### src/design/rst_seq_pkg.sv
// rst_seq_pkg: constants, register map and types of the reset timeout sequencer
// assumes a 50 MHz core clock and a Wishbone bus with byte addresses

package rst_seq_pkg;

  // timing
  localparam int CLK_HZ           = 50_000_000;
  localparam int PU_TIMER_MS      = 72;          // nominal power-up timeout
  localparam int RC_HZ_DEF        = 1_000_000;   // internal rc oscillator rate
  localparam int OSC_STARTUP_CNT  = 1024;        // oscillator input cycles
  localparam int BROWNOUT_MIN_NS  = 1000;        // brownout_min_duration
  // least time rounds up to whole clock cycles
  localparam int BROWNOUT_MIN_CYC = (BROWNOUT_MIN_NS * (CLK_HZ / 1_000_000) + 999) / 1000;

  // register byte addresses
  localparam logic [7:0] ADR_PWR_STATUS = 8'h00;
  localparam logic [7:0] ADR_CFG        = 8'h04;
  localparam logic [7:0] ADR_IRQ_STATUS = 8'h08;
  localparam logic [7:0] ADR_IRQ_CLEAR  = 8'h0c;
  localparam logic [7:0] ADR_IRQ_ENABLE = 8'h10;

  // power status fields
  localparam int POR_FLAG_BIT  = 0;
  localparam int STATE_LSB     = 1;
  localparam int CHIP_RST_BIT  = 4;

  // interrupt events
  localparam int EV_W          = 4;
  localparam int EV_POWER_ON   = 0;
  localparam int EV_BROWNOUT   = 1;
  localparam int EV_RELEASE    = 2;
  localparam int EV_MCLEAR     = 3;

  typedef enum logic [2:0] {
    low_power_crystal_mode  = 3'h0,
    crystal_osc_mode        = 3'h1,
    high_speed_crystal_mode = 3'h2,
    ext_rc_mode             = 3'h3,
    int_rc_mode             = 3'h4,
    ext_clock_mode          = 3'h5
  } osc_mode_t;

  typedef struct packed {
    osc_mode_t osc_mode;
    logic      brownout_enable_cfg;
    logic      powerup_timer_disable_cfg;
  } cfg_t;

  localparam cfg_t CFG_RESET = '{osc_mode: crystal_osc_mode,
                                 brownout_enable_cfg: 1'b1,
                                 powerup_timer_disable_cfg: 1'b0};

  typedef enum logic [2:0] {
    ST_POR_HOLD      = 3'h0,
    ST_BROWNOUT_HOLD = 3'h1,
    ST_PU_TIMER      = 3'h2,
    ST_OSC_START     = 3'h3,
    ST_RUN           = 3'h4
  } seq_state_t;

  // asynchronous inputs, synchronised together
  typedef struct packed {
    logic por_ok;
    logic below;
    logic master_clear_n;
    logic osc_in;
    logic rc_osc;
    logic wake;
  } pin_in_t;

endpackage

### src/design/sync_2ff.sv
// sync_2ff: two flip-flop synchroniser, one chain per bit
// assumes inputs are quasi-static levels or slow clocks relative to clk_i
`timescale 1ns/1ps

module sync_2ff #(
  parameter int WIDTH = 1
) (
  input  wire logic             clk_i, // core clock
  input  wire logic             rst_i, // synchronous reset
  input  wire logic [WIDTH-1:0] d_i,   // asynchronous input
  output logic      [WIDTH-1:0] q_o    // synchronised output
);

  // first stage feeds only the second stage
  for (genvar i = 0; i < WIDTH; i++) begin : g_bit
    logic meta;
    always_ff @(posedge clk_i) begin
      if (rst_i) begin
        meta   <= 1'b0;
        q_o[i] <= 1'b0;
      end else begin
        meta   <= d_i[i];
        q_o[i] <= meta;
      end
    end
  end

endmodule

### src/design/edge_tick_counter.sv
// edge_tick_counter: counts tick pulses while run_i is high, flags done at LIMIT
// assumes tick_i is a one-cycle pulse on clk_i; dropping run_i re-initialises it
`timescale 1ns/1ps

module edge_tick_counter #(
  parameter int LIMIT = 1024
) (
  input  wire logic clk_i,  // core clock
  input  wire logic rst_i,  // synchronous reset
  input  wire logic run_i,  // count while high
  input  wire logic tick_i, // one-cycle tick
  output logic      done_o  // high once LIMIT ticks seen
);

  localparam int CW = $clog2(LIMIT + 1);

  logic [CW-1:0] cnt;
  wire           last = (cnt == CW'(LIMIT - 1));

  // clearing on run_i low gives a full timeout on every restart
  always_ff @(posedge clk_i) begin
    if (rst_i || !run_i) begin
      cnt    <= '0;
      done_o <= 1'b0;
    end else if (tick_i && !done_o) begin
      cnt    <= cnt + CW'(1);
      done_o <= last;
    end
  end

endmodule

### src/design/reset_timeout_sequencer.sv
// reset_timeout_sequencer: power-on, brownout, power-up timer and oscillator
// start-up sequencing that drives the chip's internal reset
// assumes supply indications, pins and the rc oscillator arrive asynchronously;
// registers sit on a classic Wishbone slave port
//
// Summary of operation
// - from power-on the chip stays in reset until the supply is reported good.
// - loss of the power-on indication alone never resets the running chip.
// - the power-up timer starts only after a power-on or brownout reset.
// - the power-up timer counts rc oscillator ticks and holds reset while counting.
// - the timer-disable config bit skips the power-up timer when set.
// - after the power-up timer, 1024 oscillator input cycles are counted in reset.
// - the start-up count runs only in crystal modes and after power-on or wake-up.
// - the brownout enable config bit turns the brownout reset on when set.
// - a brownout resets the chip only if the supply stays low past the minimum time.
// - a power-on or brownout reset holds until the supply is above the brownout threshold, then times.
// - a brownout during the power-up timer returns to hold and restarts the timer.
// - after power-on the power-up timer precedes the start-up count; a wake-up starts the count directly.
// - the master clear pin gates the reset output, raises an interrupt event on assertion and never restarts timers.
// - the power-on flag clears on power-on and is set only by software.
`timescale 1ns/1ps

module reset_timeout_sequencer #(
  parameter int RC_HZ            = rst_seq_pkg::RC_HZ_DEF,
  parameter int PU_TIMER_TICKS   = rst_seq_pkg::PU_TIMER_MS * (RC_HZ / 1000),
  parameter int OSC_STARTUP_CYC  = rst_seq_pkg::OSC_STARTUP_CNT,
  parameter int BROWNOUT_MIN_CYC = rst_seq_pkg::BROWNOUT_MIN_CYC
) (
  input  wire logic        clk_i,                  // core clock, 50 MHz
  input  wire logic        rst_i,                  // synchronous reset, power-up
  input  wire logic        por_ok_i,               // supply above power-on level
  input  wire logic        below_threshold_i,      // supply below brownout_threshold_voltage
  input  wire logic        master_clear_pin_n_i,   // master_clear_pin, active low
  input  wire logic        oscillator_input_pin_i, // oscillator input
  input  wire logic        rc_osc_i,               // internal rc oscillator
  input  wire logic        wake_i,                 // wake-up from sleep
  input  wire logic        wb_cyc_i,               // bus cycle
  input  wire logic        wb_stb_i,               // bus strobe
  input  wire logic        wb_we_i,                // write enable
  input  wire logic [7:0]  wb_adr_i,               // byte address
  input  wire logic [3:0]  wb_sel_i,               // byte lanes
  input  wire logic [31:0] wb_dat_i,               // write data
  output logic             wb_ack_o,               // acknowledge
  output logic      [31:0] wb_dat_o,               // read data
  output logic             irq_o,                  // level interrupt
  output logic             chip_reset_o            // internal chip reset
);

  localparam int BW = $clog2(BROWNOUT_MIN_CYC + 1);

  rst_seq_pkg::pin_in_t    pins_raw;
  rst_seq_pkg::pin_in_t    pins_s;
  rst_seq_pkg::pin_in_t    pins_prev;
  rst_seq_pkg::cfg_t       cfg;
  rst_seq_pkg::seq_state_t state;
  rst_seq_pkg::seq_state_t next_state;
  logic [BW-1:0]           dip_cnt;
  logic [rst_seq_pkg::EV_W-1:0] irq_stat;
  logic [rst_seq_pkg::EV_W-1:0] irq_en;
  logic [rst_seq_pkg::EV_W-1:0] ev;
  logic                    por_flag;
  logic                    osc_need;
  logic                    pu_done;
  logic                    osc_done;
  logic [31:0]             rd_data;

  assign pins_raw = '{por_ok: por_ok_i, below: below_threshold_i,
                      master_clear_n: master_clear_pin_n_i,
                      osc_in: oscillator_input_pin_i, rc_osc: rc_osc_i,
                      wake: wake_i};

  sync_2ff #(.WIDTH($bits(rst_seq_pkg::pin_in_t))) u_sync (
    .clk_i (clk_i),
    .rst_i (rst_i),
    .d_i   (pins_raw),
    .q_o   (pins_s)
  );

  // previous synchronised values for edge detection
  always_ff @(posedge clk_i) begin
    if (rst_i) pins_prev <= '0;
    else       pins_prev <= pins_s;
  end

  // edges and qualified levels
  wire por_rise     = pins_s.por_ok & ~pins_prev.por_ok;
  wire osc_tick     = pins_s.osc_in & ~pins_prev.osc_in;
  wire rc_tick      = pins_s.rc_osc & ~pins_prev.rc_osc;
  wire wake_rise    = pins_s.wake & ~pins_prev.wake;
  wire mclear_act   = ~pins_s.master_clear_n;
  wire mclear_fall  = ~pins_s.master_clear_n & pins_prev.master_clear_n;
  wire below_en     = cfg.brownout_enable_cfg & pins_s.below;
  wire dip_trip     = below_en && (dip_cnt == BW'(BROWNOUT_MIN_CYC));
  wire crystal_sel  = (cfg.osc_mode == rst_seq_pkg::low_power_crystal_mode) ||
                      (cfg.osc_mode == rst_seq_pkg::crystal_osc_mode) ||
                      (cfg.osc_mode == rst_seq_pkg::high_speed_crystal_mode);
  wire in_por_hold  = (state == rst_seq_pkg::ST_POR_HOLD);
  wire por_event    = in_por_hold ? pins_s.por_ok : por_rise;

  // brownout filter: short dips restart the count and never trip
  always_ff @(posedge clk_i) begin
    if (rst_i || !below_en) dip_cnt <= '0;
    else if (!dip_trip)     dip_cnt <= dip_cnt + BW'(1);
  end

  // power-up timer counts rc oscillator ticks
  edge_tick_counter #(.LIMIT(PU_TIMER_TICKS)) u_pu_timer (
    .clk_i  (clk_i),
    .rst_i  (rst_i),
    .run_i  (state == rst_seq_pkg::ST_PU_TIMER),
    .tick_i (rc_tick),
    .done_o (pu_done)
  );

  // oscillator start-up counts oscillator input cycles
  edge_tick_counter #(.LIMIT(OSC_STARTUP_CYC)) u_osc_start (
    .clk_i  (clk_i),
    .rst_i  (rst_i),
    .run_i  (state == rst_seq_pkg::ST_OSC_START),
    .tick_i (osc_tick),
    .done_o (osc_done)
  );

  // where the sequence goes after the timers; start-up count needs a crystal
  wire start_osc = osc_need & crystal_sel;
  wire rst_seq_pkg::seq_state_t after_pu =
    start_osc ? rst_seq_pkg::ST_OSC_START : rst_seq_pkg::ST_RUN;

  // sequence state; master clear is not an input here, so it restarts nothing
  always_comb begin
    next_state = state;
    case (state)
      rst_seq_pkg::ST_POR_HOLD: begin
        if (pins_s.por_ok) next_state = rst_seq_pkg::ST_BROWNOUT_HOLD;
      end
      rst_seq_pkg::ST_BROWNOUT_HOLD: begin
        if (!below_en) begin
          if (cfg.powerup_timer_disable_cfg) next_state = after_pu;
          else next_state = rst_seq_pkg::ST_PU_TIMER;
        end
      end
      rst_seq_pkg::ST_PU_TIMER: begin
        if (below_en)     next_state = rst_seq_pkg::ST_BROWNOUT_HOLD;
        else if (pu_done) next_state = after_pu;
      end
      rst_seq_pkg::ST_OSC_START: begin
        if (dip_trip)      next_state = rst_seq_pkg::ST_BROWNOUT_HOLD;
        else if (osc_done) next_state = rst_seq_pkg::ST_RUN;
      end
      rst_seq_pkg::ST_RUN: begin
        // falling power-on indication alone is ignored here
        if (dip_trip)                    next_state = rst_seq_pkg::ST_BROWNOUT_HOLD;
        else if (wake_rise && crystal_sel) next_state = rst_seq_pkg::ST_OSC_START;
      end
      default: next_state = rst_seq_pkg::ST_POR_HOLD;
    endcase
    if (!in_por_hold && por_rise) next_state = rst_seq_pkg::ST_BROWNOUT_HOLD;
  end

  wire next_chip_reset = (next_state != rst_seq_pkg::ST_RUN) | mclear_act;

  // interrupt events
  always_comb begin
    ev = '0;
    ev[rst_seq_pkg::EV_POWER_ON] = por_event;
    ev[rst_seq_pkg::EV_BROWNOUT] = dip_trip &&
                                   (next_state == rst_seq_pkg::ST_BROWNOUT_HOLD) &&
                                   (state != rst_seq_pkg::ST_BROWNOUT_HOLD);
    ev[rst_seq_pkg::EV_RELEASE]  = chip_reset_o & ~next_chip_reset;
    ev[rst_seq_pkg::EV_MCLEAR]   = mclear_fall;
  end

  // sequencer registers; reset output released only on a clock edge
  always_ff @(posedge clk_i) begin
    if (rst_i) begin
      state        <= rst_seq_pkg::ST_POR_HOLD;
      osc_need     <= 1'b1;
      chip_reset_o <= 1'b1;
    end else begin
      state        <= next_state;
      chip_reset_o <= next_chip_reset;
      if (por_event || wake_rise) osc_need <= 1'b1;
      else if (next_state == rst_seq_pkg::ST_RUN) osc_need <= 1'b0;
    end
  end

  // bus decode; a write lands on the edge where ack is sampled high
  wire req      = wb_cyc_i & wb_stb_i;
  wire wr_en    = req & wb_ack_o & wb_we_i & wb_sel_i[0];
  wire hit_stat = (wb_adr_i == rst_seq_pkg::ADR_PWR_STATUS);
  wire hit_cfg  = (wb_adr_i == rst_seq_pkg::ADR_CFG);
  wire hit_ist  = (wb_adr_i == rst_seq_pkg::ADR_IRQ_STATUS);
  wire hit_iclr = (wb_adr_i == rst_seq_pkg::ADR_IRQ_CLEAR);
  wire hit_ien  = (wb_adr_i == rst_seq_pkg::ADR_IRQ_ENABLE);
  wire [rst_seq_pkg::EV_W-1:0] clr_mask =
    (wr_en && hit_iclr) ? wb_dat_i[rst_seq_pkg::EV_W-1:0] : '0;

  // read mux; clear register and unmapped addresses read zero
  always_comb begin
    rd_data = '0;
    if (hit_stat) begin
      rd_data[rst_seq_pkg::POR_FLAG_BIT] = por_flag;
      rd_data[rst_seq_pkg::STATE_LSB +: $bits(rst_seq_pkg::seq_state_t)] = state;
      rd_data[rst_seq_pkg::CHIP_RST_BIT] = chip_reset_o;
    end else if (hit_cfg) begin
      rd_data[$bits(rst_seq_pkg::cfg_t)-1:0] = cfg;
    end else if (hit_ist) begin
      rd_data[rst_seq_pkg::EV_W-1:0] = irq_stat;
    end else if (hit_ien) begin
      rd_data[rst_seq_pkg::EV_W-1:0] = irq_en;
    end
  end

  // bus handshake: one wait cycle, ack is a single-cycle pulse
  always_ff @(posedge clk_i) begin
    if (rst_i) begin
      wb_ack_o <= 1'b0;
      wb_dat_o <= '0;
    end else begin
      wb_ack_o <= req & ~wb_ack_o;
      wb_dat_o <= rd_data;
    end
  end

  // any enabled status bit raises the interrupt on the next edge
  wire irq_pend = |(irq_stat & irq_en);

  // software registers; hardware set wins over a clear in the same cycle
  always_ff @(posedge clk_i) begin
    if (rst_i) begin
      cfg      <= rst_seq_pkg::CFG_RESET;
      irq_en   <= '0;
      irq_stat <= '0;
      irq_o    <= 1'b0;
      por_flag <= 1'b0;
    end else begin
      irq_stat <= (irq_stat & ~clr_mask) | ev;
      irq_o    <= irq_pend;
      if (wr_en && hit_cfg)
        cfg <= rst_seq_pkg::cfg_t'(wb_dat_i[$bits(rst_seq_pkg::cfg_t)-1:0]);
      if (wr_en && hit_ien) irq_en <= wb_dat_i[rst_seq_pkg::EV_W-1:0];
      // power-on forces the flag low, other resets leave it alone
      if (por_event) por_flag <= 1'b0;
      else if (wr_en && hit_stat && wb_dat_i[rst_seq_pkg::POR_FLAG_BIT]) por_flag <= 1'b1;
    end
  end
endmodule

### config.mk
export PLATFORM = sky130hd
export DESIGN_NAME = reset_timeout_sequencer
export DESIGN_NICKNAME = d
export VERILOG_FILES = /design/src/design/rst_seq_pkg.sv /design/src/design/sync_2ff.sv /design/src/design/edge_tick_counter.sv /design/src/design/reset_timeout_sequencer.sv
export SDC_FILE = /design/constraint.sdc
export NUM_CORES = 1
export LEC_CHECK = 0
export ABC_AREA = 1
export BUFFER_PORTS_ARGS = -buffer_cell sky130_fd_sc_hd__buf_2
export CAP_MARGIN = 20
export CORE_MARGIN = 2
export CORE_UTILIZATION = 58
export CTS_CLUSTER_DIAMETER = 80
export DETAILED_ROUTE_END_ITERATION = 10
export PLACE_DENSITY_LB_ADDON = 0.15
export SETUP_SLACK_MARGIN = 0.3
export SYNTH_ARGS = -nofsm -noshare
export SYNTH_HDL_FRONTEND = slang
export SYNTH_HIERARCHICAL = 1
export SYNTH_SLANG_ARGS = --single-unit
export TNS_END_PERCENT = 1
### constraint.sdc
create_clock -name clk_i -period 2.8 [get_ports clk_i]
set_input_delay 0.28 -clock clk_i [delete_from_list [all_inputs] [get_ports clk_i]]
set_output_delay 0.28 -clock clk_i [all_outputs]
set_load 0.005 [all_outputs]
==> impl_metrics.prom <==
# TYPE chip_impl_metric gauge
chip_impl_info{name="result_of_the_run",value="completed"} 1
chip_impl_metric{name="multi_input_area",unit="um2"} 1900
chip_impl_metric{name="period_needed",unit="ns"} 1.53
chip_impl_info{name="cts_tree",value="built"} 1
chip_impl_metric{name="cts_made_buffers",unit=""} 9
chip_impl_metric{name="avgViaCountPerCell",unit=""} 4.99
chip_impl_metric{name="post_cts_buffers",unit=""} 0
chip_impl_metric{name="clk_latency",unit="ns"} 0.35
chip_impl_metric{name="synth_area_per_cell",unit="um2"} 7.08
chip_impl_metric{name="route.final.wire_length",unit="um"} 7620
chip_impl_info{name="worstSetupPathType",value="reg -> reg"} 1
chip_impl_metric{name="critical_path.n_buffers_inverters",unit=""} 1
chip_impl_metric{name="drt-wirelength-per-cell",unit="um"} 11.1
chip_impl_metric{name="cts_repair_resized_insts",unit=""} 0
chip_impl_metric{name="worst_setup_hold_path_clk_slew",unit="ns"} 0.08
chip_impl_metric{name="ys_seq_elements",unit=""} 79
chip_impl_metric{name="initial_core_util",unit=""} 0.592
chip_impl_info{name="crit_path_max_delay_cell_type",value="dfxtp_1"} 1
chip_impl_metric{name="yosysWarnings",unit=""} 6
chip_impl_metric{name="cts_htree_levels",unit=""} 3
chip_impl_info{name="cell_taking_the_most_area_after_synthesis",value="dfxtp_1"} 1
chip_impl_metric{name="row_count",unit=""} 30
chip_impl_info{name="synth_area_leaders",value="dfxtp_1 40%, nand2_1 8.8%, nor2_1 8.5%, inv_1 6.7%, buf_4 5.1%"} 1
chip_impl_metric{name="netSwitchingFraction",unit=""} 0.229
chip_impl_metric{name="grt_antenna_before_repair",unit=""} 0
chip_impl_metric{name="setup_total_negative_slack",unit="ns"} 0
chip_impl_metric{name="place.detailed.hpwl",unit="um"} 5630
chip_impl_info{name="synth_ff_type",value="dfxtp_1"} 1
chip_impl_metric{name="clock_skew",unit="ns"} 0.0102
chip_impl_metric{name="power.share.sequential",unit=""} 0.518
chip_impl_metric{name="power.clock.fraction",unit=""} 0.438
chip_impl_metric{name="design.portCount",unit=""} 90
chip_impl_metric{name="grt_pass1_wl",unit="um"} 13200
chip_impl_info{name="worst_path_dominant_cell_family",value="simple AND/OR/NAND/NOR gates"} 1
chip_impl_metric{name="area_growth_syn_to_layout",unit="%"} 8.87
chip_impl_metric{name="detailedRoute.firstIterationViolations",unit=""} 143
chip_impl_metric{name="placement_cell_area",unit="um2"} 4100
chip_impl_info{name="timing.critical_path.to_type",value="flop"} 1
chip_impl_info{name="cp_cell_sequence",value="inv_1, nor2_1, nand2_1, nor2_1, nand3_1, o21ai_0, a21oi_1"} 1
chip_impl_metric{name="final_min_period_over_clock_period",unit=""} 0.548
chip_impl_metric{name="required",unit="ns"} 3.04
chip_impl_metric{name="max_cap_violations",unit=""} 0
chip_impl_metric{name="synthCells",unit=""} 562
chip_impl_metric{name="fillerInstances",unit=""} 636
chip_impl_metric{name="dp.cells",unit=""} 669
chip_impl_info{name="grt_setup_unrepaired",value="false"} 1
chip_impl_metric{name="power_per_unit_of_standard_cell_area",unit="nW/um2"} 509
chip_impl_metric{name="grt_overflow_total",unit=""} 0
chip_impl_metric{name="critical_path_s_largest_stage_delay",unit="ns"} 0.31
chip_impl_metric{name="port_buffers",unit=""} 32
chip_impl_metric{name="drive_gt1_frac",unit=""} 0.167
chip_impl_info{name="timing.hold.worst.class",value="in -> reg"} 1
chip_impl_metric{name="postLayoutCoreUtil",unit=""} 0.645
chip_impl_metric{name="leakage",unit="uW"} 0.00189
chip_impl_metric{name="vdd_drop_max",unit="V"} 0.000268
chip_impl_metric{name="post_synth_num_cell_types",unit=""} 41
chip_impl_metric{name="max_freq",unit="MHz"} 652
chip_impl_metric{name="groute.usage.overall",unit=""} 0.218
chip_impl_metric{name="power.internal",unit="uW"} 1700
chip_impl_metric{name="globalplace.congestion",unit=""} 0.897
chip_impl_metric{name="vias",unit=""} 3418
chip_impl_metric{name="critical_path.max_fanout",unit=""} 5
chip_impl_metric{name="final-max-slew-violation-count",unit=""} 0
chip_impl_metric{name="async_s_r_ff_share_synth",unit=""} 0
chip_impl_metric{name="core-area",unit="um2"} 6720
chip_impl_metric{name="grt_max_degree",unit=""} 25
chip_impl_metric{name="p_comb_frac",unit=""} 0.044
chip_impl_metric{name="share_of_the_yosys_chip_area_belonging_to_registers",unit=""} 0.397
chip_impl_info{name="clk_root_buffer_cell",value="clkbuf_8"} 1
chip_impl_metric{name="switching_power",unit="uW"} 505
chip_impl_metric{name="drt_first_pass_iters",unit=""} 4
chip_impl_metric{name="netlist_area",unit="um2"} 3980
chip_impl_metric{name="area.sequential",unit="um2"} 1580
chip_impl_metric{name="clk_sink_count",unit=""} 79
chip_impl_metric{name="antenna_diode_instance_count",unit=""} 0
chip_impl_metric{name="grt_pass1_vias",unit=""} 3168
chip_impl_metric{name="die_height",unit="um"} 86.8
chip_impl_metric{name="remaining_drc_errors",unit=""} 0
chip_impl_metric{name="cts.path.max_buffers",unit=""} 2
chip_impl_metric{name="number_of_flops_mapped_to_enable_cells_by_yosys",unit=""} 0
chip_impl_metric{name="critPathArrivalTime",unit="ns"} 1.77
chip_impl_metric{name="fin_nets",unit=""} 659
chip_impl_metric{name="synth_top_cell_area_share",unit=""} 0.397
chip_impl_metric{name="drt_antenna_net_count",unit=""} 0
chip_impl_metric{name="final-hold-violation-count",unit=""} 0
chip_impl_metric{name="holdBufCountCts",unit=""} 0
chip_impl_metric{name="fin_cells",unit=""} 685
chip_impl_metric{name="die_area",unit="um2"} 7540
chip_impl_info{name="critPathMostFrequentCell",value="nor2_1"} 1
chip_impl_info{name="startpoint_type",value="flop"} 1
chip_impl_metric{name="die_w",unit="um"} 86.8
chip_impl_metric{name="finalSetupViolations",unit=""} 0
chip_impl_metric{name="final_design_area_no_fill",unit="um2"} 4330
## final cells by class
class                           instances  area share
Clock inverter                          6      0.0211
Clock buffer                           10      0.0318
Multi-Input combinational cell        385       0.439
Tap cell                               80      0.0231
Timing Repair Buffer                   34      0.0404
Inverter                               91      0.0794
Sequential cell                        79       0.365
## worst reg2reg max path: cells and delay by family, from the launching register on
| kind | cells | cell delay [ns] |
|---|---|---|
| simple gates | 4 | 0.87 |
| flops | 1 | 0.31 |
| compound gates | 2 | 0.22 |
| buf+inv | 1 | 0.04 |
## logic make-up (layout without fill, tap and decap cells)
family                   after synthesis  count (layout)  share of synthesized area
other                                  1              27                   0.000942
AND/OR/NAND/NOR                      281             281                      0.338
buffers and inverters                124             141                      0.149
adder cells (fa/ha/maj)                4               4                     0.0126
XOR/XNOR                               2               2                    0.00440
AO/OA/AOI/OAI                         71              71                     0.0978
flip-flops                            79              79                      0.397
## registers in the layout, indices dropped and copies added (netlist names)
register	flops
u_sync/g_bit.meta	6
irq_en	4
osc_need	1
chip_reset_o	1
u_osc_start/cnt	11
wb_ack_o	1
u_pu_timer/done_o	1
pins_prev	5
u_osc_start/done_o	1
dip_cnt	6
irq_o	1
state	3
u_sync/q_o	6
cfg	5
wb_dat_o	5
por_flag	1
irq_stat	4
u_pu_timer/cnt	17
## cell usage in the layout (no fill, tap or decap), types with 2 or more instances in the layout
cell | Yosys | routed
nand2_2 | 4 | 4
nor3_2 | 2 | 2
inv_2 | 18 | 18
nor2_1 | 90 | 90
ha_1 | 4 | 4
inv_6 | 0 | 2
nand4_1 | 14 | 14
buf_2 | 1 | 32
xor2_1 | 2 | 2
o21ai_1 | 7 | 7
nor2_4 | 6 | 6
nand3b_1 | 2 | 2
o211ai_1 | 4 | 4
buf_4 | 27 | 2
o21bai_1 | 2 | 2
a21oi_1 | 33 | 33
nor2_2 | 7 | 7
nor4_1 | 2 | 2
nand2_4 | 5 | 5
clkbuf_8 | 0 | 10
nor3_1 | 12 | 12
nand3_1 | 34 | 34
nand2_1 | 93 | 93
conb_1 | 1 | 27
o21ai_0 | 20 | 20
nand3_2 | 4 | 4
inv_1 | 71 | 71
dfxtp_1 | 79 | 79
bufinv_16 | 0 | 2
## cell usage after synthesis, types with 5 or more instances
cell type and n:
nand3_1 34, nor2_4 6, a21oi_1 33, dfxtp_1 79
nand4_1 14, nand2_4 5, nor2_2 7, nor2_1 90
buf_4 27, o21ai_0 20, inv_1 71, nor3_1 12
inv_2 18, o21ai_1 7, nand2_1 93
## through the flow
step | total power [uW] | setup slack [ns] | hold WS (ns)
floorplan | 1260 | 1.51 | 0.351
global placement | 1260 | 1.34 | 0.390
detailed placement | 1270 | 1.31 | 0.394
CTS | 2230 | 1.29 | 0.116
global route | 2300 | 1.13 | 0.115
finish | 2210 | 1.27 | 0.131
## path summary, 6_finish.rpt
kind / start / cells after the start / slack [ns] / end
hold / removal: oscillator_input_pin_i / 3 / 0.13 / u_sync/g_bit[2].meta
setup / recovery: u_sync/q_o[1] / 7 / 1.27 / u_pu_timer/cnt[7]
hold reg to reg: u_sync/g_bit[5].meta / 2 / 0.41 / u_sync/q_o[5]
setup reg to reg: u_sync/q_o[1] / 7 / 1.27 / u_pu_timer/cnt[7]
## power by group through the flow
| stage | Combinational [uW] | Sequential [uW] | Clock [uW] |
|---|---|---|---|
| global route | 113 | 1140 | 1040 |
| global placement | 95.5 | 1170 | 0 |
| detailed placement | 96.8 | 1170 | 0 |
| finish | 98.1 | 1140 | 966 |
| CTS | 97.5 | 1140 | 993 |
| floorplan | 93.9 | 1170 | 0 |
## per-layer routing
layer,vias to the layer above,share of wire,global-route usage
met5,-,0,0
met4,0,0.0096,0.0852
met3,7,0.035,0.0362
li1,1805,-,-
met1,1533,0.48,0.277
met2,73,0.48,0.368
Power figures use the tool's default switching activity.
